`config.mk`:
```
export PLATFORM = sky130hd
export DESIGN_NAME = usb_host_autodma_top
export DESIGN_NICKNAME = d
export VERILOG_FILES = /design/src/core/usbh_pkg.sv /design/src/core/ep_dma_engine.sv /design/src/core/pin_sync.sv /design/src/core/usb_host_autodma_top.sv
export SDC_FILE = /design/constraint.sdc
export NUM_CORES = 1
export LEC_CHECK = 0
export BUFFER_PORTS_ARGS = -buffer_cell sky130_fd_sc_hd__buf_2
export CAP_MARGIN = 30
export CORE_ASPECT_RATIO = 0.6
export CORE_MARGIN = 3
export CORE_UTILIZATION = 62
export CTS_CLUSTER_DIAMETER = 100
export CTS_CLUSTER_SIZE = 25
export DETAILED_ROUTE_END_ITERATION = 10
export GPL_TIMING_DRIVEN = 0
export PLACE_DENSITY_LB_ADDON = 0.25
export RECOVER_POWER = 50
export SLEW_MARGIN = 20
export SYNTH_ARGS = -nofsm -noshare
export SYNTH_HDL_FRONTEND = slang
export SYNTH_SLANG_ARGS = --single-unit
```
`constraint.sdc`:
```
create_clock -name clk -period 4.6 [get_ports clk]
set_input_delay 0.23 -clock clk [delete_from_list [all_inputs] [get_ports clk]]
set_output_delay 0.23 -clock clk [all_outputs]
set_load 0.01 [all_outputs]
```
`src/core/usbh_pkg.sv`:
```
// constants shared by the usb host auto-dma, suspend and detach logic
// assumes a 125 mhz peripheral clock and an apb register bus with 32-bit data
package usbh_pkg;

  // clock and timing
  localparam int CLK_PERIOD_NS = 8;
  localparam int DISC_TIME_NS  = 2500;   // both lines low this long means detach
  localparam int DISC_CYCLES   = (DISC_TIME_NS + CLK_PERIOD_NS - 1) / CLK_PERIOD_NS;
  localparam int DISC_CNT_W    = 9;

  // endpoints and field widths
  localparam int NUM_EP     = 2;
  localparam int PKS_W      = 10;
  localparam int BLK_W      = 16;
  localparam int HOST_SRC_N = 3;
  localparam int EP_SRC_N   = 2;

  // register byte addresses
  localparam logic [11:0] HOST_STATUS_OFS = 12'h000;
  localparam logic [11:0] HOST_INTR_OFS   = 12'h004;
  localparam logic [11:0] HOST_SET_OFS    = 12'h008;
  localparam logic [11:0] HOST_MASK_OFS   = 12'h00C;
  localparam logic [11:0] HOST_MSKD_OFS   = 12'h010;
  localparam logic [11:0] EP_INTR_OFS     = 12'h014;
  localparam logic [11:0] EP_SET_OFS      = 12'h018;
  localparam logic [11:0] EP_MASK_OFS     = 12'h01C;
  localparam logic [11:0] EP_MSKD_OFS     = 12'h020;
  localparam logic [11:0] LVL1_SEL_OFS    = 12'h024;
  localparam logic [11:0] LVL2_SEL_OFS    = 12'h028;
  localparam logic [11:0] HOST_CAUSE_HI   = 12'h02C;
  localparam logic [11:0] HOST_CAUSE_MED  = 12'h030;
  localparam logic [11:0] HOST_CAUSE_LO   = 12'h034;
  localparam logic [11:0] EP_CAUSE_HI     = 12'h038;
  localparam logic [11:0] EP_CAUSE_MED    = 12'h03C;
  localparam logic [11:0] EP_CAUSE_LO     = 12'h040;
  localparam logic [11:0] DMA_ENBL_OFS    = 12'h044;

  // endpoint windows: base 0x080 for endpoint 1, 0x0A0 for endpoint 2
  localparam logic [5:0] EP_REGION   = 6'h02;   // paddr[11:6]
  localparam logic [4:0] EP_CTL_OFS  = 5'h00;
  localparam logic [4:0] EP_STAT_OFS = 5'h04;
  localparam logic [4:0] EP_BYTE_OFS = 5'h08;
  localparam logic [4:0] EP_WORD_OFS = 5'h0C;
  localparam logic [4:0] EP_BLK_OFS  = 5'h10;

  // field positions
  localparam int ST_SUSPEND_BIT = 0;
  localparam int ST_CONN_BIT    = 1;
  localparam int ST_SUSPENDED   = 2;
  localparam int FLG_DISC_BIT   = 0;
  localparam int FLG_RESUME_BIT = 1;
  localparam int FLG_CONN_BIT   = 2;
  localparam int CTL_AUTO_BIT   = 10;
  localparam int STAT_FLAG_BIT  = 16;
  localparam int STAT_REQ_BIT   = 17;
  localparam int STAT_DONE_BIT  = 18;

  // interrupt level codes, two bits per source
  localparam logic [1:0] LVL_LO  = 2'h0;
  localparam logic [1:0] LVL_MED = 2'h1;
  localparam logic [1:0] LVL_HI  = 2'h2;

  // reset values
  localparam logic [PKS_W-1:0] PKS_RESET = 10'h040;
  localparam logic [BLK_W-1:0] BLK_RESET = 16'h0000;

  typedef enum logic [1:0] {
    BUS_ACTIVE  = 2'b00,
    BUS_SUSPEND = 2'b01,
    BUS_RESUME  = 2'b10
  } bus_state_e;

endpackage

```
`src/core/ep_dma_engine.sv`:
```
// one endpoint's data request flag and automatic dma packet counter
// assumes the dma controller moves two bytes per access of the word port
`timescale 1ns/10ps
`default_nettype none
module ep_dma_engine #(
  parameter int PKS_W = usbh_pkg::PKS_W,
  parameter int BLK_W = usbh_pkg::BLK_W
) (
  input  wire logic             clk,
  input  wire logic             rst,
  input  wire logic             auto_en,
  input  wire logic             req_en,
  input  wire logic [PKS_W-1:0] pkt_size,
  input  wire logic [BLK_W-1:0] blk_count,
  input  wire logic             blk_load,
  input  wire logic             flag_set,
  input  wire logic             flag_clear,
  input  wire logic             word_access,
  output logic                  flag,
  output logic                  dma_req,
  output logic                  done,
  output logic      [BLK_W-1:0] remaining
);

  logic [PKS_W:0] pkt_cnt_reg;
  logic [PKS_W:0] pkt_cnt_next;
  logic           moving;
  logic           auto_clear;

  // elaboration guard: the packet and byte counters need at least two bits
  if (PKS_W < 2 || BLK_W < 2) begin : g_bad_width
    $error("ep_dma_engine: widths too small");
  end

  // only two-byte moves count, so odd tails stay with software
  assign moving       = word_access & flag & auto_en;
  assign pkt_cnt_next = pkt_cnt_reg + (PKS_W+1)'(2);
  assign auto_clear   = moving & (pkt_cnt_next >= {1'b0, pkt_size});

  // request line held only while flag and both enables stand
  assign dma_req = flag & auto_en & req_en & ~done;

  // bytes moved within the current packet
  always_ff @(posedge clk) begin
    if (rst) begin
      pkt_cnt_reg <= '0;
    end else if (auto_clear || blk_load || !auto_en) begin
      pkt_cnt_reg <= '0;
    end else if (moving) begin
      pkt_cnt_reg <= pkt_cnt_next;
    end
  end

  // request flag: a new packet completion wins over any clear
  always_ff @(posedge clk) begin
    if (rst) begin
      flag <= 1'b0;
    end else if (flag_set) begin
      flag <= 1'b1;
    end else if (flag_clear || auto_clear) begin
      flag <= 1'b0;
    end
  end

  // total byte budget; zero means no budget programmed
  always_ff @(posedge clk) begin
    if (rst) begin
      remaining <= '0;
      done      <= 1'b0;
    end else if (blk_load) begin
      remaining <= blk_count;
      done      <= 1'b0;
    end else if (moving && remaining != '0) begin
      remaining <= (remaining > BLK_W'(2)) ? remaining - BLK_W'(2) : '0;
      done      <= (remaining <= BLK_W'(2));
    end
  end

endmodule
`default_nettype wire

```
`src/core/pin_sync.sv`:
```
// three-stage synchroniser with agreement filter for asynchronous pins
// assumes inputs change far slower than the clock
`timescale 1ns/10ps
`default_nettype none
module pin_sync #(
  parameter int W = 2
) (
  input  wire logic         clk,
  input  wire logic         rst,
  input  wire logic [W-1:0] pin,
  output logic      [W-1:0] level
);

  logic [W-1:0] s1_reg;
  logic [W-1:0] s2_reg;
  logic [W-1:0] s3_reg;

  // first stage feeds only the second
  always_ff @(posedge clk) begin
    if (rst) begin
      s1_reg <= '0;
      s2_reg <= '0;
      s3_reg <= '0;
    end else begin
      s1_reg <= pin;
      s2_reg <= s1_reg;
      s3_reg <= s2_reg;
    end
  end

  // a change counts once stages two and three agree
  always_ff @(posedge clk) begin
    if (rst) begin
      level <= '0;
    end else begin
      for (int i = 0; i < W; i++) begin
        if (s2_reg[i] == s3_reg[i]) begin
          level[i] <= s3_reg[i];
        end
      end
    end
  end

endmodule
`default_nettype wire

```
`src/core/usb_host_autodma_top.sv`:
```
// usb host auto-dma, suspend/resume and detach detection with apb registers
// assumes a zero-wait apb master, the token engine reporting packet ends,
// and an external endpoint buffer that answers while psel is high
//
// Operation
// - an endpoint runs automatic dma only while its auto-dma enable is set
// - the request flag clears itself after one packet size of bytes moved
// - requests repeat packet after packet until the total byte count is reached
// - automatic moves count two bytes; an odd last byte needs software
// - setting suspend floats the bus and stops clocks not needed
// - resume on suspend cleared, k-state, disconnect or connect
// - both lines low for 2.5 us or longer means the device detached
// - detach clears connection state, sets the disconnect flag, may interrupt
// - the disconnect flag clears by writing one to it
// - bus reset clears connection state without setting the disconnect flag
// - each endpoint has byte and word data ports, control, status, block
// - high, medium and low cause registers for host and endpoint events
// - set, mask and masked companions for both interrupt registers
// - two level selection registers place each source on a priority level
// - a normal packet end sets the endpoint request flag, maskable interrupt
`timescale 1ns/10ps
`default_nettype none
module usb_host_autodma_top #(
  parameter int DISC_CYCLES = usbh_pkg::DISC_CYCLES
) (
  input  wire logic        clk,
  input  wire logic        rst,
  input  wire logic        psel,
  input  wire logic        penable,
  input  wire logic        pwrite,
  input  wire logic [11:0] paddr,
  input  wire logic [31:0] pwdata,
  output logic      [31:0] prdata,
  output logic             pready,
  output logic             pslverr,
  input  wire logic        dp_in,
  input  wire logic        dm_in,
  input  wire logic        low_speed,
  input  wire logic        tx_dp,
  input  wire logic        tx_dm,
  input  wire logic        tx_oe,
  output logic             dp_out,
  output logic             dm_out,
  output logic             usb_oe,
  output logic             clk_run_en,
  input  wire logic        bus_reset_active,
  input  wire logic [1:0]  pkt_done,
  output logic      [1:0]  dma_req,
  output logic      [1:0]  buf_wr,
  output logic      [1:0]  buf_rd,
  output logic             buf_two_byte,
  output logic      [15:0] buf_wdata,
  input  wire logic [15:0] buf_rdata0,
  input  wire logic [15:0] buf_rdata1,
  output logic             irq_hi,
  output logic             irq_med,
  output logic             irq_lo
);

  localparam int NEP = usbh_pkg::NUM_EP;
  localparam int HN  = usbh_pkg::HOST_SRC_N;
  localparam int EN  = usbh_pkg::EP_SRC_N;
  localparam int CW  = usbh_pkg::DISC_CNT_W;
  localparam int PW  = usbh_pkg::PKS_W;
  localparam int BW  = usbh_pkg::BLK_W;

  // elaboration guard: the line timer must reach its terminal count
  if (DISC_CYCLES < 2 || DISC_CYCLES >= (1 << CW)) begin : g_bad_disc
    $error("usb_host_autodma_top: DISC_CYCLES out of range");
  end

  usbh_pkg::bus_state_e state_reg;

  logic          suspend_request_req_reg;
  logic          conn_reg;
  logic [HN-1:0] host_flag_reg;
  logic [HN-1:0] host_mask_reg;
  logic [EN-1:0] ep_mask_reg;
  logic [2*HN-1:0] lvl1_reg;
  logic [2*EN-1:0] lvl2_reg;
  logic [1:0]    drq_en_reg;
  logic [PW-1:0] pks_reg  [NEP];
  logic [1:0]    auto_reg;
  logic [BW-1:0] blk_reg  [NEP];
  logic [CW-1:0] line_cnt_reg;
  logic [31:0]   rd_data;
  logic          hit;
  logic          setup;
  logic          wr_acc;
  logic          rd_acc;
  logic [1:0]    line_lvl;
  logic          both_low;
  logic          kstate;
  logic          disc_evt;
  logic          conn_evt;
  logic          resume_evt;
  logic [HN-1:0] host_hw_set;
  logic [HN-1:0] host_masked;
  logic [EN-1:0] ep_flag;
  logic [EN-1:0] ep_masked;
  logic [1:0]    ep_done;
  logic [BW-1:0] ep_rem   [NEP];
  logic [1:0]    ep_blk_load;
  logic [1:0]    ep_flag_set;
  logic [1:0]    ep_flag_clr;
  logic [1:0]    ep_word_acc;
  logic [1:0]    ep_byte_acc;
  logic [HN-1:0] hc_hi;
  logic [HN-1:0] hc_med;
  logic [HN-1:0] hc_lo;
  logic [EN-1:0] ec_hi;
  logic [EN-1:0] ec_med;
  logic [EN-1:0] ec_lo;
  logic          ep_hit;
  logic          ep_sel;
  logic [4:0]    ep_ofs;

  // apb phases; the slave never waits
  assign setup   = psel & ~penable;
  assign wr_acc  = psel & penable & pwrite & hit;
  assign rd_acc  = psel & penable & ~pwrite & hit;
  assign pready  = 1'b1;
  assign pslverr = psel & penable & ~hit;
  assign ep_hit  = (paddr[11:6] == usbh_pkg::EP_REGION);
  assign ep_sel  = paddr[5];
  assign ep_ofs  = paddr[4:0];

  // line sampling and the detach/attach filter
  pin_sync #(.W(2)) u_line_sync (
    .clk   (clk),
    .rst   (rst),
    .pin   ({dp_in, dm_in}),
    .level (line_lvl)
  );
  assign both_low = ~line_lvl[1] & ~line_lvl[0];
  // k-state: dm high for full speed, dp high for low speed
  assign kstate   = (line_lvl[1] ^ line_lvl[0]) & (line_lvl[0] ^ low_speed);

  // one counter times whichever line condition would change the connection state
  always_ff @(posedge clk) begin
    if (rst || bus_reset_active || (both_low != conn_reg)) begin
      line_cnt_reg <= '0;
    end else if (line_cnt_reg != CW'(DISC_CYCLES - 1)) begin
      line_cnt_reg <= line_cnt_reg + CW'(1);
    end
  end
  assign disc_evt = conn_reg & both_low & ~bus_reset_active & (line_cnt_reg == CW'(DISC_CYCLES - 1));
  assign conn_evt = ~conn_reg & ~both_low & ~bus_reset_active & (line_cnt_reg == CW'(DISC_CYCLES - 1));

  // connection state; bus reset drops it without a flag
  always_ff @(posedge clk) begin
    if (rst || bus_reset_active) begin
      conn_reg <= 1'b0;
    end else if (disc_evt) begin
      conn_reg <= 1'b0;
    end else if (conn_evt) begin
      conn_reg <= 1'b1;
    end
  end

  // suspend state machine
  assign resume_evt = (state_reg == usbh_pkg::BUS_SUSPEND) &
                      (~suspend_request_req_reg | kstate | disc_evt | conn_evt);
  always_ff @(posedge clk) begin
    if (rst) begin
      state_reg <= usbh_pkg::BUS_ACTIVE;
    end else begin
      case (state_reg)
        usbh_pkg::BUS_ACTIVE: begin
          if (suspend_request_req_reg) state_reg <= usbh_pkg::BUS_SUSPEND;
        end
        usbh_pkg::BUS_SUSPEND: begin
          if (resume_evt) state_reg <= usbh_pkg::BUS_RESUME;
        end
        usbh_pkg::BUS_RESUME: begin
          state_reg <= usbh_pkg::BUS_ACTIVE;
        end
        default: begin
          state_reg <= usbh_pkg::BUS_ACTIVE;
        end
      endcase
    end
  end

  // suspend request; resume drops it so the bus does not fall straight back
  always_ff @(posedge clk) begin
    if (rst || resume_evt) begin
      suspend_request_req_reg <= 1'b0;
    end else if (wr_acc && paddr == usbh_pkg::HOST_STATUS_OFS) begin
      suspend_request_req_reg <= pwdata[usbh_pkg::ST_SUSPEND_BIT];
    end
  end

  // bus drive is floated and unneeded clocks gated while suspended
  always_ff @(posedge clk) begin
    if (rst) begin
      dp_out     <= 1'b0;
      dm_out     <= 1'b0;
      usb_oe     <= 1'b0;
      clk_run_en <= 1'b1;
    end else begin
      dp_out     <= tx_dp;
      dm_out     <= tx_dm;
      usb_oe     <= tx_oe & (state_reg != usbh_pkg::BUS_SUSPEND);
      clk_run_en <= (state_reg != usbh_pkg::BUS_SUSPEND);
    end
  end

  // host flags: hardware and set-register writes win over write-one clears
  assign host_hw_set[usbh_pkg::FLG_DISC_BIT]   = disc_evt;
  assign host_hw_set[usbh_pkg::FLG_RESUME_BIT] = resume_evt;
  assign host_hw_set[usbh_pkg::FLG_CONN_BIT]   = conn_evt;
  always_ff @(posedge clk) begin
    if (rst) begin
      host_flag_reg <= '0;
    end else begin
      host_flag_reg <= (host_flag_reg & ~((wr_acc && paddr == usbh_pkg::HOST_INTR_OFS) ? pwdata[HN-1:0] : '0))
                     | host_hw_set
                     | ((wr_acc && paddr == usbh_pkg::HOST_SET_OFS) ? pwdata[HN-1:0] : '0);
    end
  end

  // software configuration registers
  always_ff @(posedge clk) begin
    if (rst) begin
      host_mask_reg <= '0;
      ep_mask_reg   <= '0;
      lvl1_reg      <= '0;
      lvl2_reg      <= '0;
      drq_en_reg    <= '0;
    end else if (wr_acc) begin
      if (paddr == usbh_pkg::HOST_MASK_OFS) host_mask_reg <= pwdata[HN-1:0];
      if (paddr == usbh_pkg::EP_MASK_OFS)   ep_mask_reg   <= pwdata[EN-1:0];
      if (paddr == usbh_pkg::LVL1_SEL_OFS)  lvl1_reg      <= pwdata[2*HN-1:0];
      if (paddr == usbh_pkg::LVL2_SEL_OFS)  lvl2_reg      <= pwdata[2*EN-1:0];
      if (paddr == usbh_pkg::DMA_ENBL_OFS)  drq_en_reg    <= pwdata[1:0];
    end
  end

  // endpoint register strobes
  always_comb begin
    for (int n = 0; n < NEP; n++) begin
      ep_blk_load[n] = wr_acc & ep_hit & (ep_sel == n[0]) & (ep_ofs == usbh_pkg::EP_BLK_OFS);
      ep_word_acc[n] = psel & penable & ep_hit & (ep_sel == n[0]) & (ep_ofs == usbh_pkg::EP_WORD_OFS);
      ep_byte_acc[n] = psel & penable & ep_hit & (ep_sel == n[0]) & (ep_ofs == usbh_pkg::EP_BYTE_OFS);
      ep_flag_set[n] = pkt_done[n] | (wr_acc & (paddr == usbh_pkg::EP_SET_OFS) & pwdata[n]);
      ep_flag_clr[n] = wr_acc & (paddr == usbh_pkg::EP_INTR_OFS) & pwdata[n];
    end
  end

  // endpoint control and block registers
  always_ff @(posedge clk) begin
    if (rst) begin
      auto_reg <= '0;
      for (int n = 0; n < NEP; n++) begin
        pks_reg[n] <= usbh_pkg::PKS_RESET;
        blk_reg[n] <= usbh_pkg::BLK_RESET;
      end
    end else begin
      for (int n = 0; n < NEP; n++) begin
        if (wr_acc && ep_hit && ep_sel == n[0] && ep_ofs == usbh_pkg::EP_CTL_OFS) begin
          pks_reg[n]  <= pwdata[PW-1:0];
          auto_reg[n] <= pwdata[usbh_pkg::CTL_AUTO_BIT];
        end
        if (ep_blk_load[n]) blk_reg[n] <= pwdata[BW-1:0];
      end
    end
  end

  // per-endpoint automatic request engines
  for (genvar g = 0; g < NEP; g++) begin : g_ep
    ep_dma_engine #(.PKS_W(PW), .BLK_W(BW)) u_eng (
      .clk         (clk),
      .rst         (rst),
      .auto_en     (auto_reg[g]),
      .req_en      (drq_en_reg[g]),
      .pkt_size    (pks_reg[g]),
      .blk_count   (pwdata[BW-1:0]),
      .blk_load    (ep_blk_load[g]),
      .flag_set    (ep_flag_set[g]),
      .flag_clear  (ep_flag_clr[g]),
      .word_access (ep_word_acc[g]),
      .flag        (ep_flag[g]),
      .dma_req     (dma_req[g]),
      .done        (ep_done[g]),
      .remaining   (ep_rem[g])
    );
  end

  // endpoint buffer strobes, one cycle after the data port access
  always_ff @(posedge clk) begin
    if (rst) begin
      buf_wr       <= '0;
      buf_rd       <= '0;
      buf_two_byte <= 1'b0;
      buf_wdata    <= '0;
    end else begin
      buf_wr       <= (ep_word_acc | ep_byte_acc) & {2{pwrite}};
      buf_rd       <= (ep_word_acc | ep_byte_acc) & {2{~pwrite}};
      buf_two_byte <= |ep_word_acc;
      buf_wdata    <= (|ep_byte_acc) ? {8'h00, pwdata[7:0]} : pwdata[15:0];
    end
  end

  // masked status and per-level causes
  assign host_masked = host_flag_reg & host_mask_reg;
  assign ep_masked   = ep_flag & ep_mask_reg;
  always_comb begin
    for (int i = 0; i < HN; i++) begin
      hc_hi[i]  = host_masked[i] & (lvl1_reg[2*i +: 2] == usbh_pkg::LVL_HI);
      hc_med[i] = host_masked[i] & (lvl1_reg[2*i +: 2] == usbh_pkg::LVL_MED);
      hc_lo[i]  = host_masked[i] & ~hc_hi[i] & ~hc_med[i];
    end
    for (int i = 0; i < EN; i++) begin
      ec_hi[i]  = ep_masked[i] & (lvl2_reg[2*i +: 2] == usbh_pkg::LVL_HI);
      ec_med[i] = ep_masked[i] & (lvl2_reg[2*i +: 2] == usbh_pkg::LVL_MED);
      ec_lo[i]  = ep_masked[i] & ~ec_hi[i] & ~ec_med[i];
    end
  end

  // interrupt lines, registered to keep them glitch free
  always_ff @(posedge clk) begin
    if (rst) begin
      irq_hi  <= 1'b0;
      irq_med <= 1'b0;
      irq_lo  <= 1'b0;
    end else begin
      irq_hi  <= |{hc_hi, ec_hi};
      irq_med <= |{hc_med, ec_med};
      irq_lo  <= |{hc_lo, ec_lo};
    end
  end

  // read decode; unmapped addresses answer with pslverr
  always_comb begin
    rd_data = '0;
    hit     = 1'b1;
    if (ep_hit) begin
      case (ep_ofs)
        usbh_pkg::EP_CTL_OFS:  rd_data = {21'h0, auto_reg[ep_sel], pks_reg[ep_sel]};
        usbh_pkg::EP_STAT_OFS: rd_data = {13'h0, ep_done[ep_sel], dma_req[ep_sel], ep_flag[ep_sel], ep_rem[ep_sel]};
        usbh_pkg::EP_BYTE_OFS: rd_data = {24'h0, (ep_sel ? buf_rdata1[7:0] : buf_rdata0[7:0])};
        usbh_pkg::EP_WORD_OFS: rd_data = {16'h0, (ep_sel ? buf_rdata1 : buf_rdata0)};
        usbh_pkg::EP_BLK_OFS:  rd_data = {16'h0, blk_reg[ep_sel]};
        default:               hit     = 1'b0;
      endcase
    end else begin
      case (paddr)
        usbh_pkg::HOST_STATUS_OFS: rd_data = {29'h0, (state_reg == usbh_pkg::BUS_SUSPEND), conn_reg, suspend_request_req_reg};
        usbh_pkg::HOST_INTR_OFS:   rd_data = {29'h0, host_flag_reg};
        usbh_pkg::HOST_SET_OFS:    rd_data = {29'h0, host_flag_reg};
        usbh_pkg::HOST_MASK_OFS:   rd_data = {29'h0, host_mask_reg};
        usbh_pkg::HOST_MSKD_OFS:   rd_data = {29'h0, host_masked};
        usbh_pkg::EP_INTR_OFS:     rd_data = {30'h0, ep_flag};
        usbh_pkg::EP_SET_OFS:      rd_data = {30'h0, ep_flag};
        usbh_pkg::EP_MASK_OFS:     rd_data = {30'h0, ep_mask_reg};
        usbh_pkg::EP_MSKD_OFS:     rd_data = {30'h0, ep_masked};
        usbh_pkg::LVL1_SEL_OFS:    rd_data = {26'h0, lvl1_reg};
        usbh_pkg::LVL2_SEL_OFS:    rd_data = {28'h0, lvl2_reg};
        usbh_pkg::HOST_CAUSE_HI:   rd_data = {29'h0, hc_hi};
        usbh_pkg::HOST_CAUSE_MED:  rd_data = {29'h0, hc_med};
        usbh_pkg::HOST_CAUSE_LO:   rd_data = {29'h0, hc_lo};
        usbh_pkg::EP_CAUSE_HI:     rd_data = {30'h0, ec_hi};
        usbh_pkg::EP_CAUSE_MED:    rd_data = {30'h0, ec_med};
        usbh_pkg::EP_CAUSE_LO:     rd_data = {30'h0, ec_lo};
        usbh_pkg::DMA_ENBL_OFS:    rd_data = {30'h0, drq_en_reg};
        default:                   hit     = 1'b0;
      endcase
    end
  end

  // read data captured in the setup cycle, shown in the access cycle
  always_ff @(posedge clk) begin
    if (rst) begin
      prdata <= '0;
    end else if (setup) begin
      prdata <= pwrite ? 32'h0000_0000 : rd_data;
    end
  end

endmodule
`default_nettype wire

```
==> out/results.md <==
Run status
- **status** finished with violations
- **failing checks** capacitance limit, slew limit

Worst setup path
- **crit start category** primary input
- **maximum fanout count along the critical path** 10
- **crit path cell chain** clkbuf_1, nor4b_1, nand2_1, nor3_1, clkbuf_1, o31ai_1, nand3_1, nor2_1
- **startpoint-to-endpoint class of the critical path** primary input to register
- **Worst EP required** 4.93 ns
- **dominant cell type by count on the critical path** clkbuf_1
- **CP Launch Point** paddr[3]
- **crit path max-delay cell type** nor4b_1
- **Crit path largest cell delay** 1.35 ns
- **critical path endpoint category** register
- **Crit Reg-Reg Startpoint** g_ep[0].u_eng.pkt_cnt_reg[1]$_SDFFE_PP0P_
- **CP arrival** 4.40 ns

Yosys
- **top cell type by total area after synthesis** dfxtp_1
- **post-synthesis xor/xnor area fraction** 3.84%
- **count of cell types in the netlist** 68
- **Cells after Synth** 1,216
- **share of the yosys chip area belonging to registers** 42.8%
- **syn_area_per_cell** 8.62 um^2
- **basic-gate share of the synthesized area counting and, or, nand and nor cells** 24.7%
- **fraction of the mapped netlist area in adder cells** 3.22%
- **async set-or-reset flop fraction in the synthesized netlist** 0%
- **flip-flop and latch count after synthesis** 198
- **multiplexer fraction of the synthesized cell area** 3.46%
- **top cells by area in the synthesized netlist** dfxtp_1, edfxtp_1, nor2_1
- **number of enable flip-flop cells after synthesis** 52
- **dominant combinational cell family by area after synthesis** simple AND/OR/NAND/NOR gates
- **predominant post-synthesis flop cell** dfxtp_1
- **post-synth top area share** 27.9%
- **Synth Area in Compound Gates** 16.3%
- **Post-Synthesis Cell Area** 10,500 um^2
- **total of warnings raised by yosys** 0

Drt
- **Avg WL per Cell** 24.2 um
- **1st-iter DRT viols** 1,934
- **wire length after detailed routing** 38,900 um
- **overall via count from detail_route** 10,800
- **ratio of routed vias to standard cells** 6.67
- **number of search-and-repair iterations in the first detailed-routing pass** 6
- **DRC errors left** 0
- **Post-DRT Antenna Nets** 0

Die
- **overall die height** 107 um
- **# IOs** 154
- **Die Span X** 174 um
- **area of the die** 18,600 um^2
- **core area** 16,400 um^2
- **starting density of the core** 63.9%
- **row cnt** 36

Clock network
- **Clock Pin Slew Worst Setup and Hold Paths** 0.08 ns
- **Clock Root Buffer** clkbuf_16
- **Post-CTS Setup Inserts** 0
- **number of clock sinks** 198
- **CTS max path bufs** 2
- **CTS tree** built
- **TritonCTS Buffers** 17
- **H-tree Lvls** 4
- **clock network latency to the later pin of the worst-skew pair** 0.46 ns

Cells and area
- **proportion of layout cells with a drive suffix above 1** 10.3%
- **most frequent standard cell in the layout excluding fill and tap cells** nor2_1
- **number of antenna diodes** 0
- **Layout Area Growth over Synthesis** 14.3%
- **most frequent cells in the layout** nor2_1, dfxtp_1, clkbuf_1
- **number of nets in the finished design** 1,488
- **FILL cells** 1,314

Timing
- **number of endpoints failing setup at the final stage** 0
- **worst setup margin** 0.530 ns
- **final total negative setup slack** 0 ns
- **Final Hold Vio Count** 0
- **number of max-slew violations in the final report** 9
- **slew margin rel.** -12.6%
- **highest clock rate** 246 MHz
- **tightest hold margin** 0.00354 ns
- **slew at the pin closest to its max-slew limit** 1.67 ns
- **fin crit period** 4.07 ns
- **crit share post-route** 88.5%
- **clock skew** 0.0170 ns
- **unrepaired setup endpoints after global routing** no

Hold path
- **startpoint of the worst hold path** pkt_done[0]
- **class of the most critical hold timing path** primary input to register

Placement
- **Placer Congestion** 1.04
- **worst setup slack before clock tree synthesis** 0.794 ns
- **HPWL after detailed placement** 28,700 um
- **number of input and output port buffers inserted** 114

GRT
- **via count of the first global-routing pass** 9,622
- **total gr overflow** 0
- **largest net degree at the start of global routing** 20
- **GRT Util Overall** 41.1%
- **antenna violations before repair** 0
- **global-route wire length before repair** 57,700 um

Run
- **max-cap check violation count** 1

Power and ir drop
- **power density normalized to cell area** 306 nW/um^2
- **peak supply drop** 0.000274 V
- **Static Leakage** 4.34 nW

what timing repair did:
item,4_1_cts,5_1_grt
gates resized for setup,0,0
hold buffers,5,0
endpoints found under the hold margin,5,0
stage by stage:
step           cell area (um^2)  power, W  cells  util, %
2_1_floorplan             10500   0.00201   1228        -
3_3_place_gp              11400   0.00214   1570     69.4
3_5_place_dp              11400   0.00214   1573     69.6
4_1_cts                   12100   0.00364   1610     73.6
5_1_grt                   12000   0.00373   1612     73.1
6_report                  12000   0.00367   1612     73.1
area by class of cell:
cell class                 instances  area [um^2]  area share, %
timing repair buffer             124          582           4.85
inverter                          46          173           1.44
buffer                            90          410           3.42
multi-input combinational        894         5450           45.5
tap                              228          285           2.38
clock buffer                      20          468           3.90
sequential                       198         4480           37.4
clock inverter                    12          130           1.09
critical path: cells and delay by family:
family | cells | cell delay (ns)
AND/OR/NAND/NOR | 5 | 3.09
buffers and inverters | 2 | 0.76
AO/OA/AOI/OAI | 1 | 0.30
final timing paths:
check	to	slack (ns)	depth (start not counted)
worst min register to register	state_reg[0]$_SDFFE_PP0P_	0.43	1
worst min-delay path	g_ep[0].u_eng.flag$_SDFFE_PP0P_	0.004	3
worst max-delay path	g_ep[1].u_eng.pkt_cnt_reg[1]$_SDFFE_PP0P_	0.53	8
worst max register to register	g_ep[0].u_eng.pkt_cnt_reg[8]$_SDFFE_PP0P_	1.05	11
synth_stat cells, drive strengths merged, types with 9 or more instances:
| library cell | count |
|---|---|
| nor2 | 148 |
| dfxtp | 146 |
| nand2 | 115 |
| clkbuf | 64 |
| a21oi | 56 |
| nor3 | 53 |
| edfxtp | 52 |
| o21ai | 46 |
| inv | 45 |
| nand3 | 38 |
| a22oi | 36 |
| ha | 27 |
| buf | 26 |
| mux2i | 25 |
| xnor2 | 23 |
| xor2 | 23 |
| nor4 | 22 |
| nor2b | 21 |
| a211oi | 20 |
| nand2b | 20 |
| and2 | 19 |
| or3 | 19 |
| nand4 | 16 |
| a221oi | 15 |
| a31oi | 13 |
| a22o | 10 |
| nand3b | 10 |
| nor3b | 10 |
| or4 | 9 |
per-layer routing:
layer  track usage [%]  part of all wire [%]
met1              59.3                    40
met2              55.0                    38
met3              17.7                    18
met4              12.7                   3.1
met5                 0                     0
power by group:
part | leakage [nW] | switching, W | total (W) | internal (W)
sequential | 1.68 | 0.0000236 | 0.00184 | 0.00182
clock | 0.294 | 0.000732 | 0.00155 | 0.000813
combinational | 2.37 | 0.000199 | 0.000283 | 0.0000840
total | 4.34 | 0.000954 | 0.00367 | 0.00272
cells by family (layout without fill, tap and decap cells):
group                    after synthesis  after routing
adder cells (fa/ha/maj)               27             27
XOR/XNOR                              46             46
AND/OR/NAND/NOR                      520            520
buffers and inverters                136            292
multiplexers                          33             33
AO/OA/AOI/OAI                        254            254
flip-flops                           198            198
other                                  2             14
No activity file was read; power rests on OpenSTA's default activity.
